--- src/pkg/sipo_pkg.sv ---
package sipo_pkg;
  // chain geometry
  localparam int STAGES = 8;
  localparam int FIFO_DEPTH = 4;
  // event word layout
  localparam int EV_DATA = 0;
  localparam int EV_STB_RISE = 1;
  localparam int EV_STB_FALL = 2;
  localparam int EV_CLK_FALL = 3;
  localparam int EV_CLK_RISE = 4;
  localparam int EV_W = 5;
  // values after reset
  localparam logic [STAGES-1:0] CHAIN_RST = 8'h00;
  localparam logic [STAGES-1:0] LATCH_RST = 8'h00;
  localparam logic BIT_RST = 1'h0;
  localparam logic OE_N_RST = 1'h1;
endpackage

--- src/sipo_fifo.sv ---
`timescale 1ns/1ps
`default_nettype none
module sipo_fifo #(
  parameter int WIDTH = 5,
  parameter int DEPTH = 4
) (
  input wire logic sys_clk, // system clock
  input wire logic rstn, // synchronous reset, active low
  input wire logic in_valid, // word offered
  output logic in_ready, // room for a word
  input wire logic [WIDTH-1:0] in_data, // word in
  output logic out_valid, // word available
  input wire logic out_ready, // consumer takes word
  output logic [WIDTH-1:0] out_data // oldest word
);
  localparam int AW = (DEPTH > 1) ? $clog2(DEPTH) : 1;
  localparam logic [AW:0] DEPTH_C = (AW+1)'(DEPTH);
  localparam logic [AW-1:0] LAST = (AW)'(DEPTH - 1);

  logic [WIDTH-1:0] mem [DEPTH];
  logic [AW-1:0] wr_ptr;
  logic [AW-1:0] rd_ptr;
  logic [AW:0] count;
  logic [AW:0] next_count;
  wire push = in_valid && in_ready;
  wire pop = out_valid && out_ready;

  // occupancy and flags
  assign next_count = count + (AW+1)'(push) - (AW+1)'(pop);
  assign out_data = mem[rd_ptr];

  ////////////////////////////////////////////////////////////////////////
  // pointers, count and registered full/empty
  always_ff @(posedge sys_clk) begin
    if (!rstn) begin
      wr_ptr <= '0;
      rd_ptr <= '0;
      count <= '0;
      in_ready <= 1'h1;
      out_valid <= 1'h0;
    end else begin
      if (push) begin
        wr_ptr <= (wr_ptr == LAST) ? '0 : wr_ptr + 1'h1;
      end
      if (pop) begin
        rd_ptr <= (rd_ptr == LAST) ? '0 : rd_ptr + 1'h1;
      end
      count <= next_count;
      in_ready <= (next_count != DEPTH_C);
      out_valid <= (next_count != '0);
    end
  end

  // storage
  always_ff @(posedge sys_clk) begin
    if (push) begin
      mem[wr_ptr] <= in_data;
    end
  end
endmodule
`default_nettype wire

--- src/sipo_shift_store.sv ---
// Contract
// (RQ1) Each shift-clock rise moves the eight-stage chain one place, serial data entering stage one; a rise that finds the event queue full is dropped.
// (RQ2) Each shift-clock rise copies stage seven into stage eight and the fast cascade output; a rise that finds the event queue full is dropped.
// (RQ3) The slow cascade output takes stage seven on the following shift-clock fall and holds at rises.
// (RQ4) A strobe fall makes every storage latch capture and hold its chain stage.
// (RQ5) With strobe high the latches follow the chain; with strobe low they hold.
// (RQ6) Output enable low floats all parallel outputs; high drives the latch contents.
// (RQ7) Two serial cascade outputs leave the chain end, one on each clock edge.
// (RQ8) Both cascade outputs keep updating whatever the output enable level.
`timescale 1ns/1ps
`default_nettype none
module sipo_shift_store
  import sipo_pkg::*;
#(
  parameter int NSTAGE = sipo_pkg::STAGES,
  parameter int DEPTH = sipo_pkg::FIFO_DEPTH
) (
  input wire logic sys_clk, // 25 MHz system clock
  input wire logic rstn, // synchronous reset, active low
  input wire logic shift_clk_pin, // shift clock from controller
  input wire logic serial_data_pin, // serial data in
  input wire logic strobe_pin, // latch strobe
  input wire logic out_enable_pin, // parallel output enable
  input wire logic drain_hold, // stalls event processing
  output logic [NSTAGE-1:0] parallel_out, // latch contents
  output logic parallel_oe_n, // low while outputs driven
  output logic final_stage_out, // fast cascade, rising edge
  output logic slow_cascade_out, // slow cascade, falling edge
  output logic event_ready // event queue has room
);
  import sipo_pkg::*;

  ////////////////////////////////////////////////////////////////////////
  // pin synchronisers: two flops each, stage two only is read
  logic [3:0] sync_a;
  logic [3:0] sync_b;
  logic clk_prev;
  logic stb_prev;

  always_ff @(posedge sys_clk) begin
    if (!rstn) begin
      sync_a <= 4'h0;
      sync_b <= 4'h0;
    end else begin
      sync_a <= {out_enable_pin, strobe_pin, serial_data_pin, shift_clk_pin};
      sync_b <= sync_a;
    end
  end

  wire clk_s = sync_b[0];
  wire data_s = sync_b[1];
  wire stb_s = sync_b[2];
  wire oe_s = sync_b[3];

  // shift clock history, one cycle behind the synchronised level
  always_ff @(posedge sys_clk) begin
    if (!rstn) begin
      clk_prev <= BIT_RST;
    end else begin
      clk_prev <= clk_s;
    end
  end

  // strobe history; reset low so a strobe held high opens the latches
  always_ff @(posedge sys_clk) begin
    if (!rstn) begin
      stb_prev <= BIT_RST;
    end else begin
      stb_prev <= stb_s;
    end
  end

  ////////////////////////////////////////////////////////////////////////
  // edge decode into one event word per cycle
  wire clk_rise = clk_s && !clk_prev;
  wire clk_fall = !clk_s && clk_prev;
  wire stb_rise = stb_s && !stb_prev;
  wire stb_fall = !stb_s && stb_prev;
  wire any_event = clk_rise || clk_fall || stb_rise || stb_fall;
  wire [EV_W-1:0] ev_in = {clk_rise, clk_fall, stb_fall, stb_rise, data_s};

  ////////////////////////////////////////////////////////////////////////
  // event queue keeps edge order while the chain is stalled
  logic fifo_in_ready;
  logic ev_valid;
  logic [EV_W-1:0] ev;
  // the chain consumes one event per cycle unless stalled
  wire pop_ok = !drain_hold;
  wire take = ev_valid && pop_ok;

  sipo_fifo #(
    .WIDTH(EV_W),
    .DEPTH(DEPTH)
  ) u_fifo (
    .sys_clk(sys_clk),
    .rstn(rstn),
    .in_valid(any_event),
    .in_ready(fifo_in_ready),
    .in_data(ev_in),
    .out_valid(ev_valid),
    .out_ready(pop_ok),
    .out_data(ev)
  );

  ////////////////////////////////////////////////////////////////////////
  // chain state: stages one to seven, stage eight is final_stage_out
  logic [NSTAGE-2:0] chain;
  logic stb_level;
  wire seventh_stage_value = chain[NSTAGE-2];
  // named fields of the event at the queue head
  wire ev_data = ev[EV_DATA];
  wire ev_clk_rise = ev[EV_CLK_RISE];
  wire ev_clk_fall = ev[EV_CLK_FALL];
  wire ev_stb_rise = ev[EV_STB_RISE];
  wire ev_stb_fall = ev[EV_STB_FALL];
  wire do_shift = take && ev_clk_rise;
  wire do_fall = take && ev_clk_fall;
  wire stb_set = take && ev_stb_rise;
  wire stb_clr = take && ev_stb_fall;
  logic [NSTAGE-2:0] next_chain;
  logic [NSTAGE-1:0] next_latch;
  genvar gi;

  // chain stages: stage one takes serial data, the rest the stage before
  generate
    for (gi = 0; gi < NSTAGE - 1; gi++) begin : g_chain
      if (gi == 0) begin : g_first
        assign next_chain[gi] = do_shift ? ev_data : chain[gi]; // RQ1
      end else begin : g_rest
        assign next_chain[gi] = do_shift ? chain[gi-1] : chain[gi]; // RQ1
      end
    end
  endgenerate

  // stage eight moves only on a shift
  wire next_final = do_shift ? seventh_stage_value : final_stage_out; // RQ2
  wire [NSTAGE-1:0] next_stages = {next_final, next_chain};
  // strobe level as seen by the queued events
  wire next_stb = stb_set ? 1'h1 : (stb_clr ? 1'h0 : stb_level);
  // latches open while strobe high, and capture on the fall itself
  wire latch_open = next_stb || stb_clr; // RQ5

  // per stage: an open latch follows its stage, a closed one holds
  generate
    for (gi = 0; gi < NSTAGE; gi++) begin : g_latch
      assign next_latch[gi] = latch_open ? next_stages[gi] :
        parallel_out[gi]; // RQ4 RQ5
    end
  endgenerate

  // slow cascade: stage seven on the falling edge only, held at rises
  wire next_slow = do_fall ? seventh_stage_value : slow_cascade_out; // RQ3

  ////////////////////////////////////////////////////////////////////////

  // shift chain and fast cascade, never gated by output enable
  always_ff @(posedge sys_clk) begin
    if (!rstn) begin
      chain <= CHAIN_RST[NSTAGE-2:0];
      final_stage_out <= BIT_RST;
    end else begin
      chain <= next_chain; // RQ1
      final_stage_out <= next_final; // RQ2 RQ7 RQ8
    end
  end

  // slow cascade register, never gated by output enable
  always_ff @(posedge sys_clk) begin
    if (!rstn) begin
      slow_cascade_out <= BIT_RST;
    end else begin
      slow_cascade_out <= next_slow; // RQ3 RQ7 RQ8
    end
  end

  ////////////////////////////////////////////////////////////////////////
  // strobe level tracker
  always_ff @(posedge sys_clk) begin
    if (!rstn) begin
      stb_level <= BIT_RST;
    end else begin
      stb_level <= next_stb; // RQ5
    end
  end

  // storage latches
  always_ff @(posedge sys_clk) begin
    if (!rstn) begin
      parallel_out <= LATCH_RST[NSTAGE-1:0];
    end else begin
      parallel_out <= next_latch; // RQ4 RQ5
    end
  end

  ////////////////////////////////////////////////////////////////////////
  // three-state control, high floats the parallel outputs
  always_ff @(posedge sys_clk) begin
    if (!rstn) begin
      parallel_oe_n <= OE_N_RST;
    end else begin
      parallel_oe_n <= !oe_s; // RQ6
    end
  end

  // queue status, one cycle behind the queue's own flag
  always_ff @(posedge sys_clk) begin
    if (!rstn) begin
      event_ready <= 1'h1;
    end else begin
      event_ready <= fifo_in_ready;
    end
  end
endmodule
`default_nettype wire

--- config.mk ---
export PLATFORM = sky130hd
export DESIGN_NAME = sipo_shift_store
export DESIGN_NICKNAME = d
export VERILOG_FILES = /design/src/pkg/sipo_pkg.sv /design/src/sipo_fifo.sv /design/src/sipo_shift_store.sv
export SDC_FILE = /design/constraint.sdc
export NUM_CORES = 1
export LEC_CHECK = 0
export BUFFER_PORTS_ARGS = -buffer_cell sky130_fd_sc_hd__buf_2
export CORE_ASPECT_RATIO = 1.4
export CORE_UTILIZATION = 30
export DETAILED_ROUTE_END_ITERATION = 10
export SYNTH_ARGS = -nofsm -noshare
export SYNTH_HDL_FRONTEND = slang
export SYNTH_SLANG_ARGS = --single-unit
--- constraint.sdc ---
create_clock -name sys_clk -period 3.3 [get_ports sys_clk]
set_input_delay 0.66 -clock sys_clk [delete_from_list [all_inputs] [get_ports sys_clk]]
set_output_delay 0.66 -clock sys_clk [all_outputs]
set_load 0.005 [all_outputs]
==> results of run 1 <==
critical path, cell delays in order, from the launching register on:
cell and delay [ps]:
dfxtp_1 330, inv_1 60, ha_1 280, inv_1 40, o31a_1 380, ha_1 240
fa_1 370, xnor2_1 160, nand2_1 100, or3_1 310
path summary, 6_finish.rpt:
kind / from / end / slack, ps / cells after the start
min reg2reg: sync_b[3] / parallel_oe_n / 370 / 1
max: sync_b[0] / u_fifo.in_ready / 920 / 9
min: sync_b[3] / parallel_oe_n / 370 / 1
max reg2reg: sync_b[0] / u_fifo.in_ready / 920 / 9
cells in the mapped netlist:
library cell  count  area share (%)
a21oi_1           2            0.42
a221oi_2          8             5.1
and2_1           15             4.0
buf_1             1            0.16
buf_2             1            0.21
buf_6             3             1.4
clkbuf_1          4            0.63
dfxtp_1          41              35
edfxtp_1         20              25
fa_1              1            0.84
ha_1              9             4.7
inv_1            11             1.7
mux2i_1          16             6.8
mux4_1            2             2.2
mux4_2            1            0.95
nand2_1           5            0.79
nand2_8           1            0.84
nand2b_1          1            0.26
nand3_1           1            0.21
nand3b_1          2            0.63
nor2_1           25             4.0
nor2b_1           3            0.79
o21ai_0           1            0.21
o22a_1            1            0.37
o22ai_1           2            0.53
o31a_1            1            0.37
or3_1             2            0.53
or3b_1            2            0.74
xnor2_1           1            0.37
xor2_1            1            0.37
through the flow:
step | hold slack (ps) | setup WS, ps | cell area [sq um] | utilization [%]
after floorplan | 343 | 939 | 2370 | -
after global placement | 352 | 935 | 2540 | 32.9
after detailed placement | 349 | 890 | 2540 | 32.9
after CTS | 372 | 901 | 2730 | 35.4
after global routing | 385 | 803 | 2730 | 35.4
final | 371 | 916 | 2730 | 35.4
layout make-up:
class                      count  area [sq um]  area share, %
clock buffer                  15           188           6.87
clock inverter                 1          5.00          0.183
inverter                      11          41.3           1.51
multi-input combinational    103           852           31.2
sequential                    61          1420           52.1
tap                          100           125           4.58
timing repair buffer          19          97.6           3.57
sequential cells by signal, indices dropped and copies added (netlist names), named ones only:
register and cells:
stb_prev 1, sync_a 4, u_fifo.mem 20, u_fifo.rd_ptr 2, sync_b 4, final_stage_out 1
u_fifo.in_ready 1, u_fifo.out_valid 1, stb_level 1, u_fifo.count 3, parallel_out 8, u_fifo.wr_ptr 2
clk_prev 1, slow_cascade_out 1, event_ready 1, parallel_oe_n 1, chain 7
layer usage:
| metal | part of all wire, % | wire length [um] | track usage (%) |
|---|---|---|---|
| met4 | 1.4 | 53 | 5.26 |
| met3 | 4.2 | 158 | 4.34 |
| met5 | 0 | 0 | 0 |
| met1 | 42 | 1570 | 10.1 |
| met2 | 53 | 1980 | 18.6 |
report_power, final:
part	total [mW]	internal (mW)	switching [mW]
sequential	0.943	0.880	0.0637
clock	0.623	0.359	0.264
combinational	0.439	0.205	0.233
logic make-up after synthesis:
group | count (synthesis)
flops | 61
buf+inv | 20
simple gates | 57
fa+ha+maj | 10
compound gates | 15
xor+xnor | 2
mux | 19
==> impl_results.md, run 1 <==
- Synthesized net count: 201
- Critical Path Start Type: register
- Placed Cells: 294
- Die area: between 8000 and 9000 sq um
- Post-synthesis sequential area ratio: between 50% and 60%
- Fin. Hold Viols: 0
- Slew HR: 37.2%
- Initial antenna violation count: 0
- Total Nets Final: 222
- Crit path required time: ~3500 ps
- Worst slew pin tran: 939 ps
- CP Class: register to register
- Via density: 4.26
- Vias in the first global route: 1326
- Synthesis-to-layout area growth: 15.1%
- Post-synthesis adder-cell area fraction: 5.59%
- Total track usage: ~10%
- Hpwl dp: ~2.6 mm
- FMAX: 419 MHz
- Max cap viols: 0
- DRC viols: 0
- Share of layout cells above drive strength 1: about 20%
- Root Driver: clkbuf_8
- Initial Utilization: 30.8%
- Most frequent cells in the layout: dfxtp_1 (41), nor2_1 (25), edfxtp_1 (20)
- Post-synthesis mux area share: 9.92%
- Syn Area/Cell: approximately 13 sq um
- Synth cell types: 30
- ANT nets after route: 0
- Port bufs: 18
- Final setup fails: 0
- Total congestion overflow: 0
- FILL cells: 763
- Pin count of the biggest net entering global routing: 24
- Clk_lat worst skew: about 330 ps
- Post-CTS sizing: 0
- RSZ-0062 raised after global routing: false
- Status: finished, final reports clean
- PD cells: 734 nW/um^2
- Syn Inst Count: ~180
- WL final: 3.76 mm
- Synth warnings: 0
- Clk sinks: 61
- Core ar.: 7700 sq um
- Final Power: 2.01 mW
- Initial drt markers: 29
- Leak: 1.10 nW
- Global-route wire length before repair: 6.30 mm
- GPL Wtd Cong: 0.698
- VDD IR max: between 0.2 and 0.25 mV
- CTS hold repair buffers: 0
- Most common cell after layout, fill and taps aside: dfxtp_1
- Post-Synth Simple-Gate Area: 12.7%
- TritonCTS buffer count: 9
- # rows: 38
- Chip Height: 107 um
- Period utilization: 72.2%
- Setup_tns: 0 ps
- Post-route insts no fill: 310
- WL per Instance: 12.1 um
- Worst hold path class: register to register
- Compound-cell area share of the yosys netlist: 6.96%
- Critical path arrival: 2590 ps
- Fin crit period: 2380 ps
- Largest family of logic cells by synthesized area: simple AND/OR/NAND/NOR gates
- Clock buffer depth: 2
- Ports: 19
- Die Wd: 77.2 um
- Via Count: between 1000 and 1500
- Antenna diodes: 0
- Peak fanout along the critical path: 7
- Final Skew: 8.49 ps
- Syn Std Cell Area: approximately 2400 sq um
- H-tree depth: 3
- Drt first pass iters: 4
- CTS tree: yes
- Yosys reg bits: 61
- Slew Viols, Final: 0
- Post-synthesis xor/xnor area fraction: 0.738%
- Post-CTS Setup Bufs: 0
- Crit. End Element: register
- Clock transition at the registers of the reported paths: ~70 ps
Note: power is estimated with default switching activity, not from simulation.
==> run 2, diff against run 1 <==
--- a/config.mk
+++ b/config.mk
@@ -5,6 +5,7 @@
 export SDC_FILE = /design/constraint.sdc
 export NUM_CORES = 1
 export LEC_CHECK = 0
+export ABC_AREA = 1
 export BUFFER_PORTS_ARGS = -buffer_cell sky130_fd_sc_hd__buf_2
 export CORE_ASPECT_RATIO = 1.4
 export CORE_UTILIZATION = 30
==> constraint.sdc (replaced) <==
create_clock -name sys_clk -period 2 [get_ports sys_clk]
set_input_delay 0.4 -clock sys_clk [delete_from_list [all_inputs] [get_ports sys_clk]]
set_output_delay 0.4 -clock sys_clk [all_outputs]
set_load 0.005 [all_outputs]
==> impl_results.md, run 2 <==
- Core ar.: 8250 sq um (+7.1%)
- Leak: 1.55 nW (+41%)
- Most frequent cells in the layout: nand2_1 (57), inv_1 (51), dfxtp_1 (40)
- Max cap viols: 0 (unchanged)
- DRC viols: 0 (unchanged)
- Synthesis-to-layout area growth: 25.3%
- Total Nets Final: 335 (+51%)
- GPL Wtd Cong: 0.731 (+4.7%)
- Compound-cell area share of the yosys netlist: 4.09% (-2.9 points)
- Violated checks: negative setup slack
- Total track usage: 11.4% (+1.0 points)
- Via Count: 1790 (+36%)
- Most frequent cells after synthesis: nand2_1 (58), inv_1 (53), dfxtp_1 (41)
- Ports: 19 (unchanged)
- Drt first pass iters: 4 (unchanged)
- Post-synthesis xor/xnor area fraction: 0.681% (-0.057 points)
- Synth warnings: 0 (unchanged)
- Most common cell after layout, fill and taps aside: nand2_1
- Post-route insts no fill: 425 (+37%)
- Clk_lat worst skew: 320 ps (about the same)
- Share of layout cells above drive strength 1: 27.6% (+7.6 points)
- Slowest stage cell on the critical path: fa_2
- CTS tree: yes
- Synth async-reset ratio: 0% (unchanged)
- Die area: 8950 sq um (+8.2%)
- Top-count cell post-synth: nand2_1
- Placed Cells: 405 (+38%)
- Chip Height: 112 um (+4.0%)
- Largest family of logic cells by synthesized area: simple AND/OR/NAND/NOR gates
- CP Class: register to register
- # rows: 39 (+2.6%)
- Critical Path Start Type: register
- Reg-to-reg slack, setup: -4 ps (-920 ps)
- Prevailing post-synth register cell: dfxtp_1
- Syn Area/Cell: 9.15 sq um (-29%)
- Post-Synth Simple-Gate Area: 24.9% (+12 points)
- FMAX: 499 MHz (+19%)
- Clock buffer depth: 2 (unchanged)
- Fin. Hold Viols: 0 (unchanged)
- Period utilization: 100% (+28 points)
- ANT nets after route: 0 (unchanged)
- Slew HR: 70.2% (+33 points)
- Global-route wire length before repair: 7.48 mm (+19%)
- Post-synthesis mux area share: 0% (-9.9 points)
- H-tree depth: 3 (unchanged)
- WL per Instance: 10.5 um (-14%)
- Crit. End Element: register
- Post-synthesis adder-cell area fraction: 5.16% (-0.43 points)
- EDFF count, synth: 20 (unchanged)
- Syn Std Cell Area: 2570 sq um (+8.4%)
- CTS hold repair buffers: 0 (unchanged)
- Final Skew: 4.95 ps (-3.53 ps)
- Initial drt markers: 56 (+93%)
- Die Wd: 80.2 um (+4.0%)
- Area leader, netlist: dfxtp_1
- Clk sinks: 61 (unchanged)
- Antenna diodes: 0 (unchanged)
- Clock transition at the registers of the reported paths: 50 ps (-20 ps)
- Post-synth top area share: 31.9% (-2.7 points)
- Setup_tns: -4.36 ps (-4.36 ps)
- Synth cell types: 30 (unchanged)
- Hpwl dp: 3.12 mm (+19%)
- Vias in the first global route: 1716 (+29%)
- Yosys reg bits: 61 (unchanged)
- Post-synthesis sequential area ratio: 55.3% (-4.6 points)
- Critical path arrival: 2230 ps (-360 ps)
- Synthesized net count: 298 (+48%)
- Pin count of the biggest net entering global routing: 27 (+13%)
- Initial antenna violation count: 0 (unchanged)
- PD cells: 1290 nW/um^2 (+76%)
- Port bufs: 18 (unchanged)
- RSZ-0062 raised after global routing: true
- Slew Viols, Final: 0 (unchanged)
- Status: finished with violations
- WL final: 4.45 mm (+18%)
- Peak fanout along the critical path: 2 (-5)
- Total congestion overflow: 0 (unchanged)
- Final setup margin: -4.36 ps (-920 ps)
- Initial Utilization: 31.2% (+0.38 points)
- Worst hold path class: input pin to register
- Worst slew pin tran: 446 ps (-493 ps)
- Via density: 4.21 (-1.1%)
- Root Driver: clkbuf_16
- Finished Cell Area: 3220 sq um (+18%)
- TritonCTS buffer count: 9 (unchanged)
- Most flops, register: u_fifo.mem
- Fin crit period: 2000 ps (-380 ps)
- Top Registers: u_fifo.mem (20), parallel_out (8), chain (7)
- VDD IR max: 0.687 mV (+190%)
- Syn Inst Count: 281 (+53%)
- Max reg flops: 20 (unchanged)
- Placement Cell Area: 2840 sq um (+12%)
- Final Power: 4.16 mW (+110%)
- Crit path required time: 2220 ps (-1290 ps)
- Synth area leaders: dfxtp_1 (32%), edfxtp_1 (23%), nand2_1 (8.5%), inv_1 (7.7%), ha_1 (4.4%)
- Final setup fails: 1 (+1)
- Critical path, cell by cell: inv_2 > ha_4 > nand3_4 > nand2_2 > inv_2 > ha_4 > fa_2 > xnor2_2 > xor2_1 > inv_1 > nor2_2 > buf_4
- Worst hold slack: 255 ps (-115 ps)
- Critical path's largest stage delay: 350 ps (-30 ps)
run 2: changes by cell type in the layout (fill, tap and decap cells not counted), sizes merged, moves of 11 or more:
cell and change:
inv +46, mux2i -16, nand3 +18, a21oi +11, nand2 +58, buf +13
and2 -15
run 2: metal layers:
layer	vias up	share of wire (%)	track usage, %
met2	28	53	20.9
met5	-	0	0
met3	10	2.8	3.69
li1	946	-	-
met1	806	41	10.5
met4	0	3.2	7.14
run 2: report_power, final:
group / total (mW) / switching (mW) / leakage [nW] / internal [mW]
sequential: 1.55 / 0.0875 / 0.525 / 1.46
clock: 1.55 / 0.528 / 0.153 / 1.02
combinational: 1.06 / 0.612 / 0.873 / 0.447
run 2: metrics by stage:
| step | setup slack (ps) | utilization, % |
|---|---|---|
| after global placement | -12.7 | 34.5 |
| after detailed placement | -90.8 | 34.5 |
| after global routing | -116 | 39.1 |
| after CTS | -41.9 | 38.7 |
| final | -4.36 | 39.1 |
| after floorplan | -54.1 | - |
run 2: what timing repair did:
| item | CTS | global route |
|---|---|---|
| gates resized for setup | 7 | 2 |
| pin swaps | 7 | 7 |
| setup buffers | 2 | 2 |
| setup endpoints to repair | 2 | 3 |
| cloned | 0 | 0 |
run 2: cells by family (layout without fill, tap and decap cells):
family,count (synthesis),in the layout
AOI/OAI and AO/OA,20,20
xor gates and xnor gates,2,2
adders and majority gates,10,10
buffers and inverters,63,105
DFF,61,61
and+or+nand+nor,125,125
run 2: worst paths after layout:
check                                 from               to  depth (start not counted)
worst max-delay path             sync_b[0]  u_fifo.count[2]                         12
worst min-delay path            strobe_pin        sync_a[2]                          3
worst max register to register   sync_b[0]  u_fifo.count[2]                         12
worst min register to register   sync_b[3]    parallel_oe_n                          1
run 2: area by class of cell:
cell class	instances	area (sq um)
fill	805	5030
sequential	61	1420
multi-input combinational	157	948
clock buffer	14	297
inverter	57	219
timing repair buffer	32	195
tap	102	128
clock inverter	2	11.3
run 2: critical path, delay by kind of cell (launching register included):
family	cells	cell delay, ps
and+or+nand+nor	3	200
buffers and inverters	4	310
DFF	1	330
adders and majority gates	3	760
xor gates and xnor gates	2	300
==> run 3, diff against run 2 <==
--- a/config.mk
+++ b/config.mk
@@ -8,6 +8,7 @@
 export ABC_AREA = 1
 export BUFFER_PORTS_ARGS = -buffer_cell sky130_fd_sc_hd__buf_2
 export CORE_ASPECT_RATIO = 1.4
+export CORE_MARGIN = 10
 export CORE_UTILIZATION = 30
 export DETAILED_ROUTE_END_ITERATION = 10
 export SYNTH_ARGS = -nofsm -noshare
==> impl_results.md, run 3 (synthesis gave the netlist of run 2 again) <==
- Crit path from: sync_b[0]
- Period utilization: 98.7% (-1.6 points)
- Drt first pass iters: 4 (unchanged)
- Top Registers: u_fifo.mem (20), parallel_out (8), chain (7)
- Placement Cell Area: 2840 sq um (unchanged)
- Final Skew: 5.84 ps (+0.891 ps)
- TritonCTS buffer count: 9 (unchanged)
- Core ar.: 8250 sq um (unchanged)
- Synthesis-to-layout area growth: 23.7%
- Fin. Hold Viols: 0 (unchanged)
- Critical path's largest stage delay: 350 ps (about the same)
- Total Nets Final: 334 (-0.30%)
- Crit. End Element: register
- Setup_tns: 0 ps (+4.36 ps)
- Vias in the first global route: 1783 (+3.9%)
- Worst hold path class: input pin to register
- Initial Utilization: 31.2% (unchanged)
- CP delay by family, top: adder cells
- WL final: 4.49 mm (+0.97%)
- Most common cell after layout, fill and taps aside: nand2_1
- Critical R2R Launch: sync_b[0]
- Critical Path Start Type: register
- Initial drt markers: 72 (+29%)
- Most flops, register: u_fifo.mem
- Worst slew pin tran: 433 ps (-13.2 ps)
- Finished Cell Area: 3180 sq um (-1.2%)
- RSZ-0062 raised after global routing: true
- Total congestion overflow: 0 (unchanged)
- Buf+Inv Stages, Crit Path: 3 (-1)
- Chip Height: 130 um (+16%)
- Via density: 4.17 (-1.1%)
- Fin crit period: 1970 ps (-31.1 ps)
- Max cap viols: 0 (unchanged)
- Crit path required time: 2210 ps (about the same)
- Port bufs: 18 (unchanged)
- Status: finished, final reports clean
- Via Count: 1767 (-1.3%)
- Critical path, cell by cell: inv_2 > ha_4 > nand3_2 > nand2_2 > inv_2 > ha_4 > fa_2 > xnor2_2 > xor2_1 > inv_1 > nor2_2 > nand2_1
- Critical path arrival: 2190 ps (-40 ps)
- ANT nets after route: 0 (unchanged)
- Stages on worst setup path: 12 (unchanged)
- Reg-to-reg slack, setup: 30 ps (+30 ps)
- CP Class: register to register
- Leak: 1.53 nW (-1.3%)
- Peak fanout along the critical path: 2 (unchanged)
- Crit path to: u_fifo.in_ready
- Register-to-Register Path Depth: 12 (unchanged)
- WL per Instance: 10.6 um (+1.2%)
- Final setup fails: 0 (-1)
- Die area: 12700 sq um (+42%)
- Global-route wire length before repair: 7.84 mm (+4.8%)
- Share of layout cells above drive strength 1: 26.7% (-0.85 points)
- Clock buffer depth: 2 (unchanged)
- PD cells: 1270 nW/um^2 (-1.6%)
- FMAX: 507 MHz (+1.6%)
- DRC viols: 0 (unchanged)
- Slowest stage cell on the critical path: fa_2
- Most frequent cells in the layout: nand2_1 (57), inv_1 (51), dfxtp_1 (40)
- Ports: 19 (unchanged)
- Slew HR: 71.1% (+0.88 points)
- Pre-CTS WS: -75.3 ps (+15.6 ps)
- Initial antenna violation count: 0 (unchanged)
- Total track usage: 7.77% (-3.6 points)
- Root Driver: clkbuf_16
- Fin util: 38.6% (-0.47 points)
- Final setup margin: 26.7 ps (+31.1 ps)
- Hpwl dp: 3.20 mm (+2.7%)
- Slew Viols, Final: 0 (unchanged)
- Die Wd: 98.2 um (+22%)
- Clk_lat worst skew: 320 ps (about the same)
- Reg2reg end: u_fifo.in_ready
- Clk sinks: 61 (unchanged)
- VDD IR max: 0.567 mV (-17%)
- Pin count of the biggest net entering global routing: 27 (unchanged)
- GPL Wtd Cong: 0.770 (+5.4%)
- Antenna diodes: 0 (unchanged)
- H-tree depth: 3 (unchanged)
- # rows: 39 (unchanged)
- CTS tree: yes
- Clock transition at the registers of the reported paths: 50 ps (about the same)
- Max reg flops: 20 (unchanged)
## run 3: changes by cell type in the layout (fill, tap and decap cells not counted), sizes merged
cell	delta
buf	-1
clkbuf	+1
inv	-1
## run 3: final cells by class
type | count | area (sq um)
clock buffers | 15 | 279
multi-input cells | 157 | 941
repair buffers | 31 | 188
well taps | 102 | 128
fillers | 813 | 5060
flip-flops and latches | 61 | 1420
clock inverters | 1 | 5.00
inverters | 57 | 219
## run 3: worst min-delay path, delay by kind of cell
kind / cells / cell delay (ps)
buffers and inverters: 2 / 110
AND/OR/NAND/NOR: 1 / 40
## run 3: layer usage
layer | global-route usage, % | up-vias | share of wire, %
met3 | 3.24 | 7 | 5.3
met2 | 13.8 | 24 | 51
met4 | 5.58 | 0 | 2.6
met5 | 0 | - | 0
met1 | 7.02 | 790 | 41
li1 | - | 946 | -
## run 3: per-stage QoR
stage                     power, mW  std cells  hold WS (ps)
after detailed placement       2.59        405           361
after global placement         2.57        405           348
after floorplan                2.34        281           343
final                          4.04        424           256
after CTS                      4.09        422           246
after global routing           4.30        424           259
## run 3: power breakdown
part / internal (mW) / switching (mW)
Combinational: 0.433 / 0.616
Sequential: 1.46 / 0.0823
Clock: 0.946 / 0.504
Total: 2.84 / 1.20
## run 3: timing repair
action / in CTS / in global routing
pin swaps: 7 / 7
setup buffers: 1 / 2
resized for setup: 8 / 0
setup endpoints to repair: 3 / 3
hold buffers: 0 / 0
## run 3: how the worst min path moves through the flow
stage | from | end | slack (ps) | depth (start not counted)
6_report | strobe_pin | sync_a[2] | 260 | 3
5_1_grt | serial_data_pin | sync_a[1] | 260 | 3
4_1_cts | strobe_pin | sync_a[2] | 250 | 3
3_5_place_dp | sync_b[3] | parallel_oe_n | 360 | 1
3_3_place_gp | sync_b[3] | parallel_oe_n | 350 | 1
2_1_floorplan | sync_b[3] | parallel_oe_n | 340 | 1
